[src/wkr_pkg.sv]
package wkr_pkg;
    // Register byte addresses
    localparam logic [15:0] TCS_ADDR = 16'hFF74;
    localparam logic [15:0] CNT_ADDR = 16'hFF75;
    localparam logic [15:0] RCS_WORD_ADDR = 16'hFF76;
    localparam logic [15:0] RCS_ADDR = 16'hFF77;
    // Keys carried in the high byte of a word write, and the low byte the clear key needs
    localparam logic [7:0] KEY_CLEAR = 8'hA5;
    localparam logic [7:0] KEY_LOAD = 8'h5A;
    localparam logic [7:0] CLEAR_LOW = 8'h00;
    // Timer control/status field positions
    localparam int TCS_OVF = 7;
    localparam int TCS_WDMODE = 6;
    localparam int TCS_TME = 5;
    localparam int TCS_CKS_LO = 0;
    localparam int CKS_W = 3;
    // Reset control/status field positions
    localparam int RCS_OVF = 7;
    localparam int RCS_RESET_ENABLE_BIT = 6;
    localparam int RCS_RESET_SELECT_BIT = 5;
    // Counter width and its terminal value
    localparam int CNT_W = 8;
    localparam logic [7:0] CNT_MAX = 8'hFF;
    localparam logic [7:0] CNT_RST = 8'h00;
    // Prescaler width, enough for the slowest clock select
    localparam int PRE_W = 15;
    // Bus request carried as one bundle
    typedef struct packed {
        logic [15:0] addr;
        logic [15:0] wdata;
        logic wr;
        logic rd;
        logic word;
    } wkr_bus_type;
    // Reset control/status contents
    typedef struct packed {
        logic ovf;
        logic reset_enable_bit;
        logic reset_select_bit;
    } wkr_rcs_type;
endpackage

[src/wkr_top.sv]
`timescale 1ns/1ps
module wkr_top #(
    parameter int PRE_W = wkr_pkg::PRE_W
) (
    input wire logic CLK_I,
    input wire logic SYS_RST_I,
    input wire wkr_pkg::wkr_bus_type BUS_I,
    output logic [7:0] RD_DATA_O,
    output logic WDT_RESET_O,
    output logic RESET_SELECT_O
);
    // Slowest select divides by 2 to the 2*7+1
    initial
    begin
        if (PRE_W < 2 * (2 ** wkr_pkg::CKS_W - 1) + 1)
        begin
            $error("PRE_W too small for clock select");
        end
    end

    // Prescaler tap mask: select n ticks every 2^(2n+1) clocks
    function automatic logic [PRE_W-1:0] tap_mask(input logic [2:0] cks);
        logic [PRE_W-1:0] m;
        m = '0;
        for (int i = 0; i < PRE_W; i++)
        begin
            if (i <= 2 * int'(cks))
            begin
                m[i] = 1'b1;
            end
        end
        return m;
    endfunction

    // Address match used by several decoders
    function automatic logic hit(input logic [15:0] a, input logic [15:0] ref_a);
        return a == ref_a;
    endfunction

    wkr_pkg::wkr_rcs_type rcs_r; // Reset control/status bits
    logic [7:0] cnt_r; // Watchdog counter
    logic [PRE_W-1:0] pre_r; // Free prescaler
    logic tcs_ovf_r; // Interval overflow flag
    logic wdmode_r; // High selects watchdog operation
    logic tme_r; // Timer enable
    logic [2:0] cks_r; // Clock select bits
    logic [7:0] rd_data_r; // Read data register
    logic wdt_reset_r; // Reset pulse register
    logic tick; // Counter clock pulse
    logic cnt_wr; // Byte write to the counter
    logic tcs_wr; // Byte write to timer control/status
    logic rcs_word_wr; // Word write to reset control/status
    logic rcs_clear; // Clear key seen
    logic rcs_load; // Load key seen
    logic overflow; // Counter wraps this cycle
    logic [7:0] tcs_byte; // Timer control/status as read
    logic [7:0] rcs_byte; // Reset control/status as read

    // Write decoding
    assign cnt_wr = BUS_I.wr && !BUS_I.word && hit(BUS_I.addr, wkr_pkg::CNT_ADDR);
    assign tcs_wr = BUS_I.wr && !BUS_I.word && hit(BUS_I.addr, wkr_pkg::TCS_ADDR);
    // Byte writes never reach the reset register
    assign rcs_word_wr = BUS_I.wr && BUS_I.word
        && hit(BUS_I.addr, wkr_pkg::RCS_WORD_ADDR);
    assign rcs_clear = rcs_word_wr && BUS_I.wdata[15:8] == wkr_pkg::KEY_CLEAR
        && BUS_I.wdata[7:0] == wkr_pkg::CLEAR_LOW;
    assign rcs_load = rcs_word_wr && BUS_I.wdata[15:8] == wkr_pkg::KEY_LOAD;

    // Counter clock from the prescaler, only while enabled
    assign tick = tme_r && &(pre_r | ~tap_mask(cks_r));
    assign overflow = tick && !cnt_wr && cnt_r == wkr_pkg::CNT_MAX;

    // Register images for reads; unused bits read zero
    always_comb
    begin
        tcs_byte = '0;
        tcs_byte[wkr_pkg::TCS_OVF] = tcs_ovf_r;
        tcs_byte[wkr_pkg::TCS_WDMODE] = wdmode_r;
        tcs_byte[wkr_pkg::TCS_TME] = tme_r;
        tcs_byte[wkr_pkg::TCS_CKS_LO +: wkr_pkg::CKS_W] = cks_r;
        rcs_byte = '0;
        rcs_byte[wkr_pkg::RCS_OVF] = rcs_r.ovf;
        rcs_byte[wkr_pkg::RCS_RESET_ENABLE_BIT] = rcs_r.reset_enable_bit;
        rcs_byte[wkr_pkg::RCS_RESET_SELECT_BIT] = rcs_r.reset_select_bit;
    end

    // Prescaler runs freely; restarts while the timer is stopped
    always_ff @(posedge CLK_I or posedge SYS_RST_I)
    begin
        if (SYS_RST_I)
        begin
            pre_r <= '0;
        end
        else if (!tme_r)
        begin
            pre_r <= '0;
        end
        else
        begin
            pre_r <= pre_r + 1'b1;
        end
    end

    // Counter: a write wins over a coincident clock pulse
    always_ff @(posedge CLK_I or posedge SYS_RST_I)
    begin
        if (SYS_RST_I)
        begin
            cnt_r <= wkr_pkg::CNT_RST;
        end
        else if (cnt_wr)
        begin
            cnt_r <= BUS_I.wdata[7:0];
        end
        else if (tick)
        begin
            cnt_r <= cnt_r + 1'b1;
        end
    end

    // Timer control/status; software stops the timer before changing
    // clock select or mode, else the count sequence may slip
    always_ff @(posedge CLK_I or posedge SYS_RST_I)
    begin
        if (SYS_RST_I)
        begin
            wdmode_r <= 1'b0;
            tme_r <= 1'b0;
            cks_r <= '0;
        end
        else if (tcs_wr)
        begin
            wdmode_r <= BUS_I.wdata[wkr_pkg::TCS_WDMODE];
            tme_r <= BUS_I.wdata[wkr_pkg::TCS_TME];
            cks_r <= BUS_I.wdata[wkr_pkg::TCS_CKS_LO +: wkr_pkg::CKS_W];
        end
    end

    // Interval overflow flag: writing 0 clears it, a new overflow wins
    always_ff @(posedge CLK_I or posedge SYS_RST_I)
    begin
        if (SYS_RST_I)
        begin
            tcs_ovf_r <= 1'b0;
        end
        else if (overflow && !wdmode_r)
        begin
            tcs_ovf_r <= 1'b1;
        end
        else if (tcs_wr && !BUS_I.wdata[wkr_pkg::TCS_OVF])
        begin
            tcs_ovf_r <= 1'b0;
        end
    end

    // Reset control/status: flag set by watchdog overflow, otherwise keyed word writes only
    always_ff @(posedge CLK_I or posedge SYS_RST_I)
    begin
        if (SYS_RST_I)
        begin
            rcs_r <= '0;
        end
        else
        begin
            // Overflow in watchdog mode sets the flag; set beats clear
            if (overflow && wdmode_r)
            begin
                rcs_r.ovf <= 1'b1;
            end
            else if (rcs_clear)
            begin
                rcs_r.ovf <= 1'b0;
            end
            // Any other key leaves bits 6 and 5 as they are
            if (rcs_load)
            begin
                rcs_r.reset_enable_bit <= BUS_I.wdata[wkr_pkg::RCS_RESET_ENABLE_BIT];
                rcs_r.reset_select_bit <= BUS_I.wdata[wkr_pkg::RCS_RESET_SELECT_BIT];
            end
        end
    end

    // Internal reset request on watchdog overflow when enabled
    always_ff @(posedge CLK_I or posedge SYS_RST_I)
    begin
        if (SYS_RST_I)
        begin
            wdt_reset_r <= 1'b0;
        end
        else
        begin
            wdt_reset_r <= overflow && wdmode_r && rcs_r.reset_enable_bit;
        end
    end

    // Read port: plain byte reads, data in the following cycle
    always_ff @(posedge CLK_I or posedge SYS_RST_I)
    begin
        if (SYS_RST_I)
        begin
            rd_data_r <= '0;
        end
        else if (!BUS_I.rd)
        begin
            rd_data_r <= '0;
        end
        else if (hit(BUS_I.addr, wkr_pkg::TCS_ADDR))
        begin
            rd_data_r <= tcs_byte;
        end
        else if (hit(BUS_I.addr, wkr_pkg::CNT_ADDR))
        begin
            rd_data_r <= cnt_r;
        end
        else if (hit(BUS_I.addr, wkr_pkg::RCS_ADDR))
        begin
            rd_data_r <= rcs_byte;
        end
        else
        begin
            rd_data_r <= '0;
        end
    end

    assign RD_DATA_O = rd_data_r;
    assign WDT_RESET_O = wdt_reset_r;
    assign RESET_SELECT_O = rcs_r.reset_select_bit;

    // Byte writes near the reset register leave bits 6 and 5 unchanged
    byte_write_ignored_a: assert property (
        @(posedge CLK_I) disable iff (SYS_RST_I)
        (BUS_I.wr && !BUS_I.word && (hit(BUS_I.addr, wkr_pkg::RCS_ADDR)
            || hit(BUS_I.addr, wkr_pkg::RCS_WORD_ADDR)))
        |=> $stable(rcs_r.reset_enable_bit) && $stable(rcs_r.reset_select_bit))
        else $error("byte write changed reset control bits");

    // Clear key drops the flag and keeps the other bits
    clear_key_a: assert property (
        @(posedge CLK_I) disable iff (SYS_RST_I)
        (rcs_clear && !(overflow && wdmode_r))
        |=> !rcs_r.ovf && $stable(rcs_r.reset_enable_bit) && $stable(rcs_r.reset_select_bit))
        else $error("clear key did not clear overflow cleanly");

    // Load key copies bits 6 and 5, flag untouched unless set
    load_key_a: assert property (
        @(posedge CLK_I) disable iff (SYS_RST_I)
        (rcs_load && !(overflow && wdmode_r))
        |=> rcs_r.reset_enable_bit == $past(BUS_I.wdata[wkr_pkg::RCS_RESET_ENABLE_BIT])
            && rcs_r.reset_select_bit == $past(BUS_I.wdata[wkr_pkg::RCS_RESET_SELECT_BIT])
            && $stable(rcs_r.ovf))
        else $error("load key did not load enable and select");

    // Reset register read returns its contents one cycle later
    rcs_read_a: assert property (
        @(posedge CLK_I) disable iff (SYS_RST_I)
        (BUS_I.rd && hit(BUS_I.addr, wkr_pkg::RCS_ADDR))
        |=> RD_DATA_O == {$past(rcs_r.ovf), $past(rcs_r.reset_enable_bit), $past(rcs_r.reset_select_bit), 5'h00})
        else $error("reset register read data wrong");

    // Timer control read shows every field in its place
    tcs_read_a: assert property (
        @(posedge CLK_I) disable iff (SYS_RST_I)
        (BUS_I.rd && hit(BUS_I.addr, wkr_pkg::TCS_ADDR))
        |=> RD_DATA_O == {$past(tcs_ovf_r), $past(wdmode_r), $past(tme_r), 2'h0,
            $past(cks_r)})
        else $error("timer control read data wrong");

    // Write beats a coincident increment
    write_wins_a: assert property (
        @(posedge CLK_I) disable iff (SYS_RST_I)
        (cnt_wr && tick) |=> cnt_r == $past(BUS_I.wdata[7:0]))
        else $error("counter increment beat the write");

    // Unknown key keeps every bit
    bad_key_a: assert property (
        @(posedge CLK_I) disable iff (SYS_RST_I)
        (rcs_word_wr && !rcs_load && !rcs_clear && !overflow)
        |=> $stable(rcs_r))
        else $error("unknown key altered reset register");

    // Watchdog overflow with enable gives a reset pulse
    reset_pulse_a: assert property (
        @(posedge CLK_I) disable iff (SYS_RST_I)
        (overflow && wdmode_r && rcs_r.reset_enable_bit) |=> WDT_RESET_O ##1 !WDT_RESET_O)
        else $error("watchdog reset pulse missing");

    // A clock pulse without a write steps the counter by one
    count_step_a: assert property (
        @(posedge CLK_I) disable iff (SYS_RST_I)
        (tick && !cnt_wr) |=> cnt_r == $past(cnt_r) + 8'h01)
        else $error("counter did not step on its clock pulse");

    // A stopped timer holds its count unless software writes it
    stopped_hold_a: assert property (
        @(posedge CLK_I) disable iff (SYS_RST_I)
        (!tme_r && !cnt_wr) |=> $stable(cnt_r))
        else $error("counter moved while the timer was stopped");

    // Read data stand for one cycle only and read zero otherwise
    read_idle_a: assert property (
        @(posedge CLK_I) disable iff (SYS_RST_I)
        !BUS_I.rd |=> RD_DATA_O == 8'h00)
        else $error("read data outside a read cycle");

    // Interval overflow sets the timer flag and never resets the chip
    interval_flag_a: assert property (
        @(posedge CLK_I) disable iff (SYS_RST_I)
        (overflow && !wdmode_r) |=> tcs_ovf_r && !WDT_RESET_O)
        else $error("interval overflow handled wrongly");
endmodule
[config.mk]
export PLATFORM = sky130hd
export DESIGN_NAME = wkr_top
export DESIGN_NICKNAME = d
export VERILOG_FILES = /design/src/wkr_pkg.sv /design/src/wkr_top.sv
export SDC_FILE = /design/constraint.sdc
export NUM_CORES = 1
export LEC_CHECK = 0
export ABC_CLOCK_PERIOD_IN_PS = 2200
export BUFFER_PORTS_ARGS = -buffer_cell sky130_fd_sc_hd__buf_4
export CORE_MARGIN = 5
export CORE_UTILIZATION = 34
export DETAILED_ROUTE_END_ITERATION = 10
export GPL_ROUTABILITY_DRIVEN = 1
export SLEW_MARGIN = 20
export SYNTH_ARGS = -nofsm -noshare
export SYNTH_HDL_FRONTEND = slang
export SYNTH_SLANG_ARGS = --single-unit
[constraint.sdc]
create_clock -name CLK_I -period 2.2 [get_ports CLK_I]
set_input_delay 0.44 -clock CLK_I [delete_from_list [all_inputs] [get_ports CLK_I]]
set_output_delay 0.44 -clock CLK_I [all_outputs]
set_load 0.02 [all_outputs]
## Word-level counts from Yosys, hierarchy flattened

Cells that the tools add are included.

| storage, ports and cells | value |
|---|---|
| output and inout bits | 10 |
| bits in registers | 41 |
| logic and storage cells | 87 |

| cells by class | value |
|---|---|
| add/subtract/negate cells | 2 |
| reductions and logical operators | 24 |
| equal/unequal tests | 7 |
| bitwise logic cells | 2 |
| mux-type cells | 26 |
| order comparisons | 15 |

Operators by type and width:

| kind | number |
|---|---|
| $eq A16 B16 Y1 const B | 4 |
| $mux W8 | 6 |
| $le A4 B4 Y1 const A | 7 |
| $mux W1 | 19 |
| $eq A8 B8 Y1 const B | 2 |
| $le A3 B4 Y1 const A | 4 |
| $add A15 B1 Y15 const B | 1 |
| $logic_and A1 B1 Y1 | 15 |
| $mux W15 | 1 |
| $not A15 Y15 | 1 |
| $or A15 B15 Y15 | 1 |
| $reduce_and A15 Y1 | 1 |
| $add A8 B1 Y8 const B | 1 |
| $eq A8 B7 Y1 const B | 1 |
| $le A1 B4 Y1 const A | 2 |
| $le A2 B4 Y1 const A | 2 |
| $logic_not A8 Y1 | 1 |
| $reduce_bool A2 Y1 | 3 |
| $logic_not A1 Y1 | 4 |

## Logic depth before layout (Yosys ltp)

Gate-level depths: netlist of run 1.

| logic depth | value |
|---|---|
| word-level depth | 10 |
| depth in mapped cells | 7 |
| depth with buffers taken out | 6 |

## Worst setup path after synthesis of run 1

No wires, ideal clock.

| path | value |
|---|---|
| kind | input to register |
| from | in BUS_I[26] (netlist bit) |
| to | reg cks_r[0] |
| library setup time | 128 ps |
| data required time | 2072 ps |
| slack | 143 ps |
| data arrival time | 1929 ps |
| stages on the path | 6 |
| buffers on the path | 1 |
| cells stage by stage | nand4b_1 nor4_1 nand2_1 or4_1 clkbuf_1 mux2_1 |

| between the ends | value |
|---|---|
| cells in the longest elaborated chain, start to end | 2 |

RTL lines:

| element | line | source |
|---|---|---|
| start: declaration | wkr_top.sv:7 | `input wire wkr_pkg::wkr_bus_type BUS_I,` |
| $eq A16 B16 Y1 | wkr_top.sv:37 | `return a == ref_a;` |
| $logic_and A1 B1 Y1 | wkr_top.sv:61 | `assign tcs_wr = BUS_I.wr && !BUS_I.word && hit(BUS_I.addr, wkr_pkg::TCS_ADDR);` |
| end signal: assignment | wkr_top.sv:135 | `cks_r <= BUS_I.wdata[wkr_pkg::TCS_CKS_LO +: wkr_pkg::CKS_W];` |
| end: declaration | wkr_top.sv:46 | `logic [2:0] cks_r;` |

No other way between the ends.
A chain may end at the register's enable or synchronous reset.

## Final worst setup path of run 1

| path | value |
|---|---|
| from | reg cks_r[2] |
| to | reg wdt_reset_r (netlist: WDT_RESET_O) |

| between the ends | value |
|---|---|
| cells in the longest elaborated chain, start to end | 10 |

RTL lines:

| element | line | source |
|---|---|---|
| $le A1 B4 Y1, or another cell as far along | wkr_top.sv:27 | `if (i <= 2 * int'(cks))` |
| $mux W1 | wkr_top.sv:27 |  |
| $not A15 Y15 * | wkr_top.sv:70 | `assign tick = tme_r && &(pre_r \| ~tap_mask(cks_r));` |
| $or A15 B15 Y15 * | wkr_top.sv:70 |  |
| $reduce_and A15 Y1 * | wkr_top.sv:70 |  |
| $logic_and A1 B1 Y1 * | wkr_top.sv:70 |  |
| $logic_and A1 B1 Y1 * (2 in series) | wkr_top.sv:71 | `assign overflow = tick && !cnt_wr && cnt_r == wkr_pkg::CNT_MAX;` |
| $logic_and A1 B1 Y1 * (2 in series) | wkr_top.sv:192 | `wdt_reset_r <= overflow && wdmode_r && rcs_r.reset_enable_bit;` |
| end signal: assignment | wkr_top.sv:192 |  |
| end: declaration | wkr_top.sv:48 | `logic wdt_reset_r;` |

Mark *: on every way between the ends. The rest lies on a longest branch, timed or not.

==> results of run 1 <==
flip-flops by register name, summed over array words and instances, names as in the netlist, 2 cells and up:
| register | count |
|---|---|
| cks_r | 3 |
| rcs_byte | 2 |
| cnt_r | 8 |
| RD_DATA_O | 8 |
| pre_r | 15 |
final timing paths:
kind | startpoint | to | slack (ns) | depth (start not counted)
min in group CLK_I | BUS_I[10] | cnt_r[7] | 0.39 | 3
max reg2reg | cks_r[2] | WDT_RESET_O | 0.11 | 6
max | cks_r[2] | WDT_RESET_O | 0.11 | 6
min | SYS_RST_I | RD_DATA_O[0] | 0.28 | 3
min reg2reg | rcs_byte[7] | rcs_byte[7] | 0.49 | 2
max in group asynchronous | SYS_RST_I | cnt_r[2] | 1.57 | 3
layout make-up:
| cell class | instances | area share, % |
|---|---|---|
| clock buffer | 7 | 3.148 |
| multi-input combinational | 161 | 38.37 |
| inverter | 5 | 0.6843 |
| tap | 75 | 3.422 |
| clock inverter | 1 | 1.095 |
| sequential | 41 | 37.41 |
| timing repair buffer | 58 | 15.88 |
Yosys cell counts (all sizes together) (2+ instances only):
cell type,number
mux2,9
a21boi,6
or3,6
clkbuf,5
dfrtp,41
inv,5
nor4b,3
or4,3
o21ai,15
nor4,6
nand2,22
ha,2
nand3,12
nand2b,2
and2,12
or2,2
xor2,3
nor2,11
nand4,5
mux2i,3
a22oi,3
a21oi,3
nor3,8
nor4bb,3
nand4b,2
xnor2,13
power by group through the flow:
stage               Clock [mW]  Sequential (mW)  Combinational, mW
floorplan                    0            0.768             0.0310
finish                   0.623            0.753             0.0949
CTS                      0.641            0.753             0.0971
global placement             0            0.768             0.0953
global route             0.687            0.753              0.105
detailed placement           0            0.768             0.0968
logic make-up after synthesis:
group	count (synthesis)	share of synthesized area, %
buf+inv	11	2.006
simple gates	100	26.14
compound gates	31	9.498
mux	12	6.194
fa+ha+maj	2	1.180
xor+xnor	16	6.608
flops	41	48.38
worst reg2reg max path, stage by stage (launching register included):
cell      delay, ns
dfrtp_1        0.47
a21boi_1       0.20
a221oi_2       0.27
nand3_2        0.11
or2_1          0.27
or4_1          0.59
nor2_1         0.12
routing by layer:
metal	share of wire, %	vias to the layer above
met1	49	835
met2	44	46
li1	-	884
met5	0	-
met3	6.7	4
met4	0.67	0
metrics by stage:
stage	worst slack [ns]	cells	hold slack, ns	cell area [um2]
after detailed placement	-0.06297	340	0.4695	2626
after global routing	0.02260	348	0.3369	2743
after floorplan	0.1432	213	0.4461	2121
after CTS	0.1127	348	0.2931	2743
final	0.1084	348	0.2767	2743
after global placement	-0.03744	340	0.4638	2626
==> flow_summary.yaml, run 1 <==
run_status:
  status: "completed"
clocking:
  cts.clk_slew.worst_paths_ns: 0.08
  numCtsBuffers: 5
  cts_tree: "yes"
  clkLatencyLatePin_ns: 0.29
  cts.root.buffer_cell: "clkbuf_8"
  post_cts_buffers: 0
  hold_buffers: 0
  h-tree-depth: 2
  cts-resized-gates: 0
  clk_path_buf_depth: 2
  cts.sinks: 41
die:
  placement_rows: 28
  die_w_um: 88.98
  die_h_um: 88.98
  die-area_um2: 7917
  io_pins: 47
  start_util_pct: 35.40
  core-area_um2: 5991
cells_and_area:
  n_antenna_cell: 0
  multiInputGateArea_um2: 1052
  layout_common_cells: "58 x buf_4, 41 x dfrtp_1, 22 x nand2_1"
  drive_gt1_share_pct: 26.37
  seq_area_um2: 1026
  layout_commonest_cell: "buf_4"
  fin_util_pct: 45.78
  syn2layout_area_growth_pct: 29.32
  final_nets: 311
  fillCellCount: 580
pwr:
  switching_share_pct: 20.12
  switchingPower_uw: 296.0
  power_leakage_nw: 1.231
  power.share.clock_pct: 42.4
  p_int_mw: 1.175
  cellPowerDensity_nw_per_um2: 536.5
  combPwrFrac_pct: 6.4
  total_power_mw: 1.471
  p_seq_share_pct: 51.2
  ir_worst_vdd_mv: 0.3208
sta:
  hold_viol_final: 0
  setup_viol: 0
  maxSlewViolCount: 0
  finalCriticalPeriod_ns: 2.092
  worst_slew_margin_rel_pct: 65.68
  grt_setup_unrepaired: "false"
  tightest_slew_ns: 0.5148
  final.period_utilization_pct: 95.07
  final.setup.tns_ns: 0
  finClkSkew_ns: 0.007462
  fmaxAchievable_mhz: 478.1
setup_path:
  cpPeakStageDelay_ns: 0.59
  path_class: "register to register"
  crit_chain: "a21boi_1, a221oi_2, nand3_2, or2_1, or4_1, nor2_1"
  path_buf_inv: 0
  start_kind: "register"
  slowest_stage: "or4_1"
  setup.worst_path.end_class: "register"
  cp_max_fo: 7
  crit_family: "simple AND/OR/NAND/NOR gates"
  cp.arrival_ns: 2.32
  cp.required_ns: 2.43
global_routing:
  overflow: 0
  antenna_found_initial: 0
  grt_first_pass_wirelength_um: 8556
  top_usage_layer: "met2"
  grt_pass1_vias: 1792
  track_usage_pct: 13.87
  met3_usage_pct: 3.318
  grt.met2_usage_pct: 20.85
  met1_usage_pct: 19.72
  grt_max_degree: 42
yosys:
  post-synth-top-area-cell: "dfrtp_1"
  syn_avg_cell_area_um2: 9.957
  yosysWarnings: 0
  ys_ff_latch: 41
  synth_edf_count: 0
  synth.distinct_cells: 38
  syn_inst: 213
  synth_top_cell_area_share_pct: 48.38
  synth-async-reset-ratio_pct: 100.0
  yosys-top-cells-area: "dfrtp_1 48%, xnor2_1 5.4%, nand2_1 3.9%"
  syn-cell-area_um2: 2121
  synth.yosys.seq_area_share_pct: 48.38
  synth_flop_cell: "dfrtp_1"
  synth_nets: 252
flow_run:
  cap_violations: 0
route:
  vias: 1769
  dr.pass1.iters: 4
  vias_per_cell: 5.083
  drt_iter0_drc: 84
  route.detailed.drc: 0
  wl_per_cell_um: 14.66
  postRouteAntennaNets: 0
  wirelength_um: 5102
worst_hold_path:
  hold_class: "primary input to asynchronous set/reset pin"
placed_design:
  numPortBuffers: 46
  place_congestion: 0.8157
  dp_hpwl_um: 3877
Power figures use the tool's default switching activity.
==> inputs of run 2 (changes only) <==
Settings changed: MAX_ROUTING_LAYER from default to met4, REMOVE_ABC_BUFFERS from default to 1.
==> flow_summary.yaml, run 2 (synthesis results as in run 1) <==
cells_and_area:
  largest_register_ffs: 15
  n_antenna_cell: 0
  layout_commonest_cell: "buf_4"
  drive_gt1_share_pct: 26.10
  top_register: "pre_r"
  fin_util_pct: 45.09
  final_area_um2: 2701
  layout_common_cells: "57 x buf_4, 41 x dfrtp_1, 22 x nand2_1"
  syn2layout_area_growth_pct: 27.37
  final_nets: 310
placed_design:
  numPortBuffers: 46
  place_area_um2: 2619
  pre_cts_ws_ns: -0.05268
  place_congestion: 0.7759
  dp_hpwl_um: 3793
route:
  dr.pass1.iters: 4
  wirelength_um: 5047
  wl_per_cell_um: 14.54
  postRouteAntennaNets: 0
  route.detailed.drc: 0
  drt_iter0_drc: 76
  vias_per_cell: 5.084
  vias: 1764
clocking:
  post_cts_buffers: 0
  cts.sinks: 41
  cts_tree: "yes"
  cts.clk_slew.worst_paths_ns: 0.08
  clk_path_buf_depth: 2
  numCtsBuffers: 5
  h-tree-depth: 2
  cts-resized-gates: 0
  hold_buffers: 0
  clkLatencyLatePin_ns: 0.29
  cts.root.buffer_cell: "clkbuf_8"
setup_path:
  setup.worst_path.end_class: "register"
  start_kind: "register"
  cpPeakStageDelay_ns: 0.59
  crit_chain: "a21boi_1, a221oi_2, nand3_2, or2_1, or4_1, nor2_1"
  slowest_stage: "or4_1"
  worstRegToRegCells: 6
  cp.arrival_ns: 2.27
  rrSetupSlack_ns: 0.16
  path_class: "register to register"
  cp_max_fo: 7
  cp.required_ns: 2.43
  r2r-start: "cks_r[2]"
  r2r_end: "WDT_RESET_O"
sta:
  grt_setup_unrepaired: "false"
  hold_viol_final: 0
  finClkSkew_ns: 0.005903
  finalCriticalPeriod_ns: 2.036
  final.period_utilization_pct: 92.53
  whs_ns: 0.2787
  fmaxAchievable_mhz: 491.2
  maxSlewViolCount: 0
  fin_ws_ns: 0.1643
  setup_viol: 0
  tightest_slew_ns: 0.5234
  final.setup.tns_ns: 0
  worst_slew_margin_rel_pct: 65.11
flow_run:
  cap_violations: 0
global_routing:
  grt_max_degree: 42
  track_usage_pct: 13.81
  grt_first_pass_wirelength_um: 8217
  grt_pass1_vias: 1697
  antenna_found_initial: 0
  overflow: 0
pwr:
  power_leakage_nw: 1.212
  cellPowerDensity_nw_per_um2: 493.9
  ir_worst_vdd_mv: 0.2205
die:
  io_pins: 47
  die_h_um: 88.98
  core-area_um2: 5991
  die-area_um2: 7917
  placement_rows: 28
  die_w_um: 88.98
  start_util_pct: 35.40
worst_hold_path:
  hold_class: "primary input to asynchronous set/reset pin"
run_status:
  status: "completed"
[run 2: critical path, delay by kind of cell (launching register included)]
kind             cells  cell delay, ns
AO/OA/AOI/OAI        2            0.45
AND/OR/NAND/NOR      4            1.06
flip-flops           1            0.46
[run 2: cell type report]
type	count	area, um2
multi-input cells	161	1052
clock inverters	2	10.01
repair buffers	57	427.9
flip-flops and latches	41	1026
clock buffers	6	72.57
fillers	576	3289
inverters	5	18.77
well taps	75	93.84
[run 2: metal layers]
layer,wire length (um),vias to the layer above,global-route usage (%)
li1,-,881,-
met3,350,8,3.594
met2,2212,42,19.70
met4,76,0,4.871
met1,2407,833,18.95
met5,0,-,-
[run 2: worst max-delay path by stage]
| stage | from | endpoint | slack, ns | cells after the start |
|---|---|---|---|---|
| 2_1_floorplan | BUS_I[26] | rcs_byte[7] | -0.09 | 6 |
| 3_3_place_gp | BUS_I[26] | cks_r[1] | -0.03 | 6 |
| 3_5_place_dp | BUS_I[26] | cks_r[1] | -0.05 | 6 |
| 4_1_cts | cks_r[2] | WDT_RESET_O | 0.14 | 6 |
| 5_1_grt | cks_r[2] | WDT_RESET_O | 0.008 | 6 |
| 6_report | cks_r[2] | WDT_RESET_O | 0.16 | 6 |
[run 2: power breakdown]
part | switching (mW) | total (mW) | internal (mW)
registers | 0.0000863 | 0.753 | 0.753
logic | 0.0423 | 0.0947 | 0.0525
clock network | 0.266 | 0.486 | 0.220
[run 2: through the flow]
| stage | instances | power, mW |
|---|---|---|
| finish | 347 | 1.334 |
| global route | 347 | 1.388 |
| CTS | 347 | 1.347 |
| detailed placement | 339 | 0.8648 |
| global placement | 339 | 0.8642 |
| floorplan | 207 | 0.7945 |
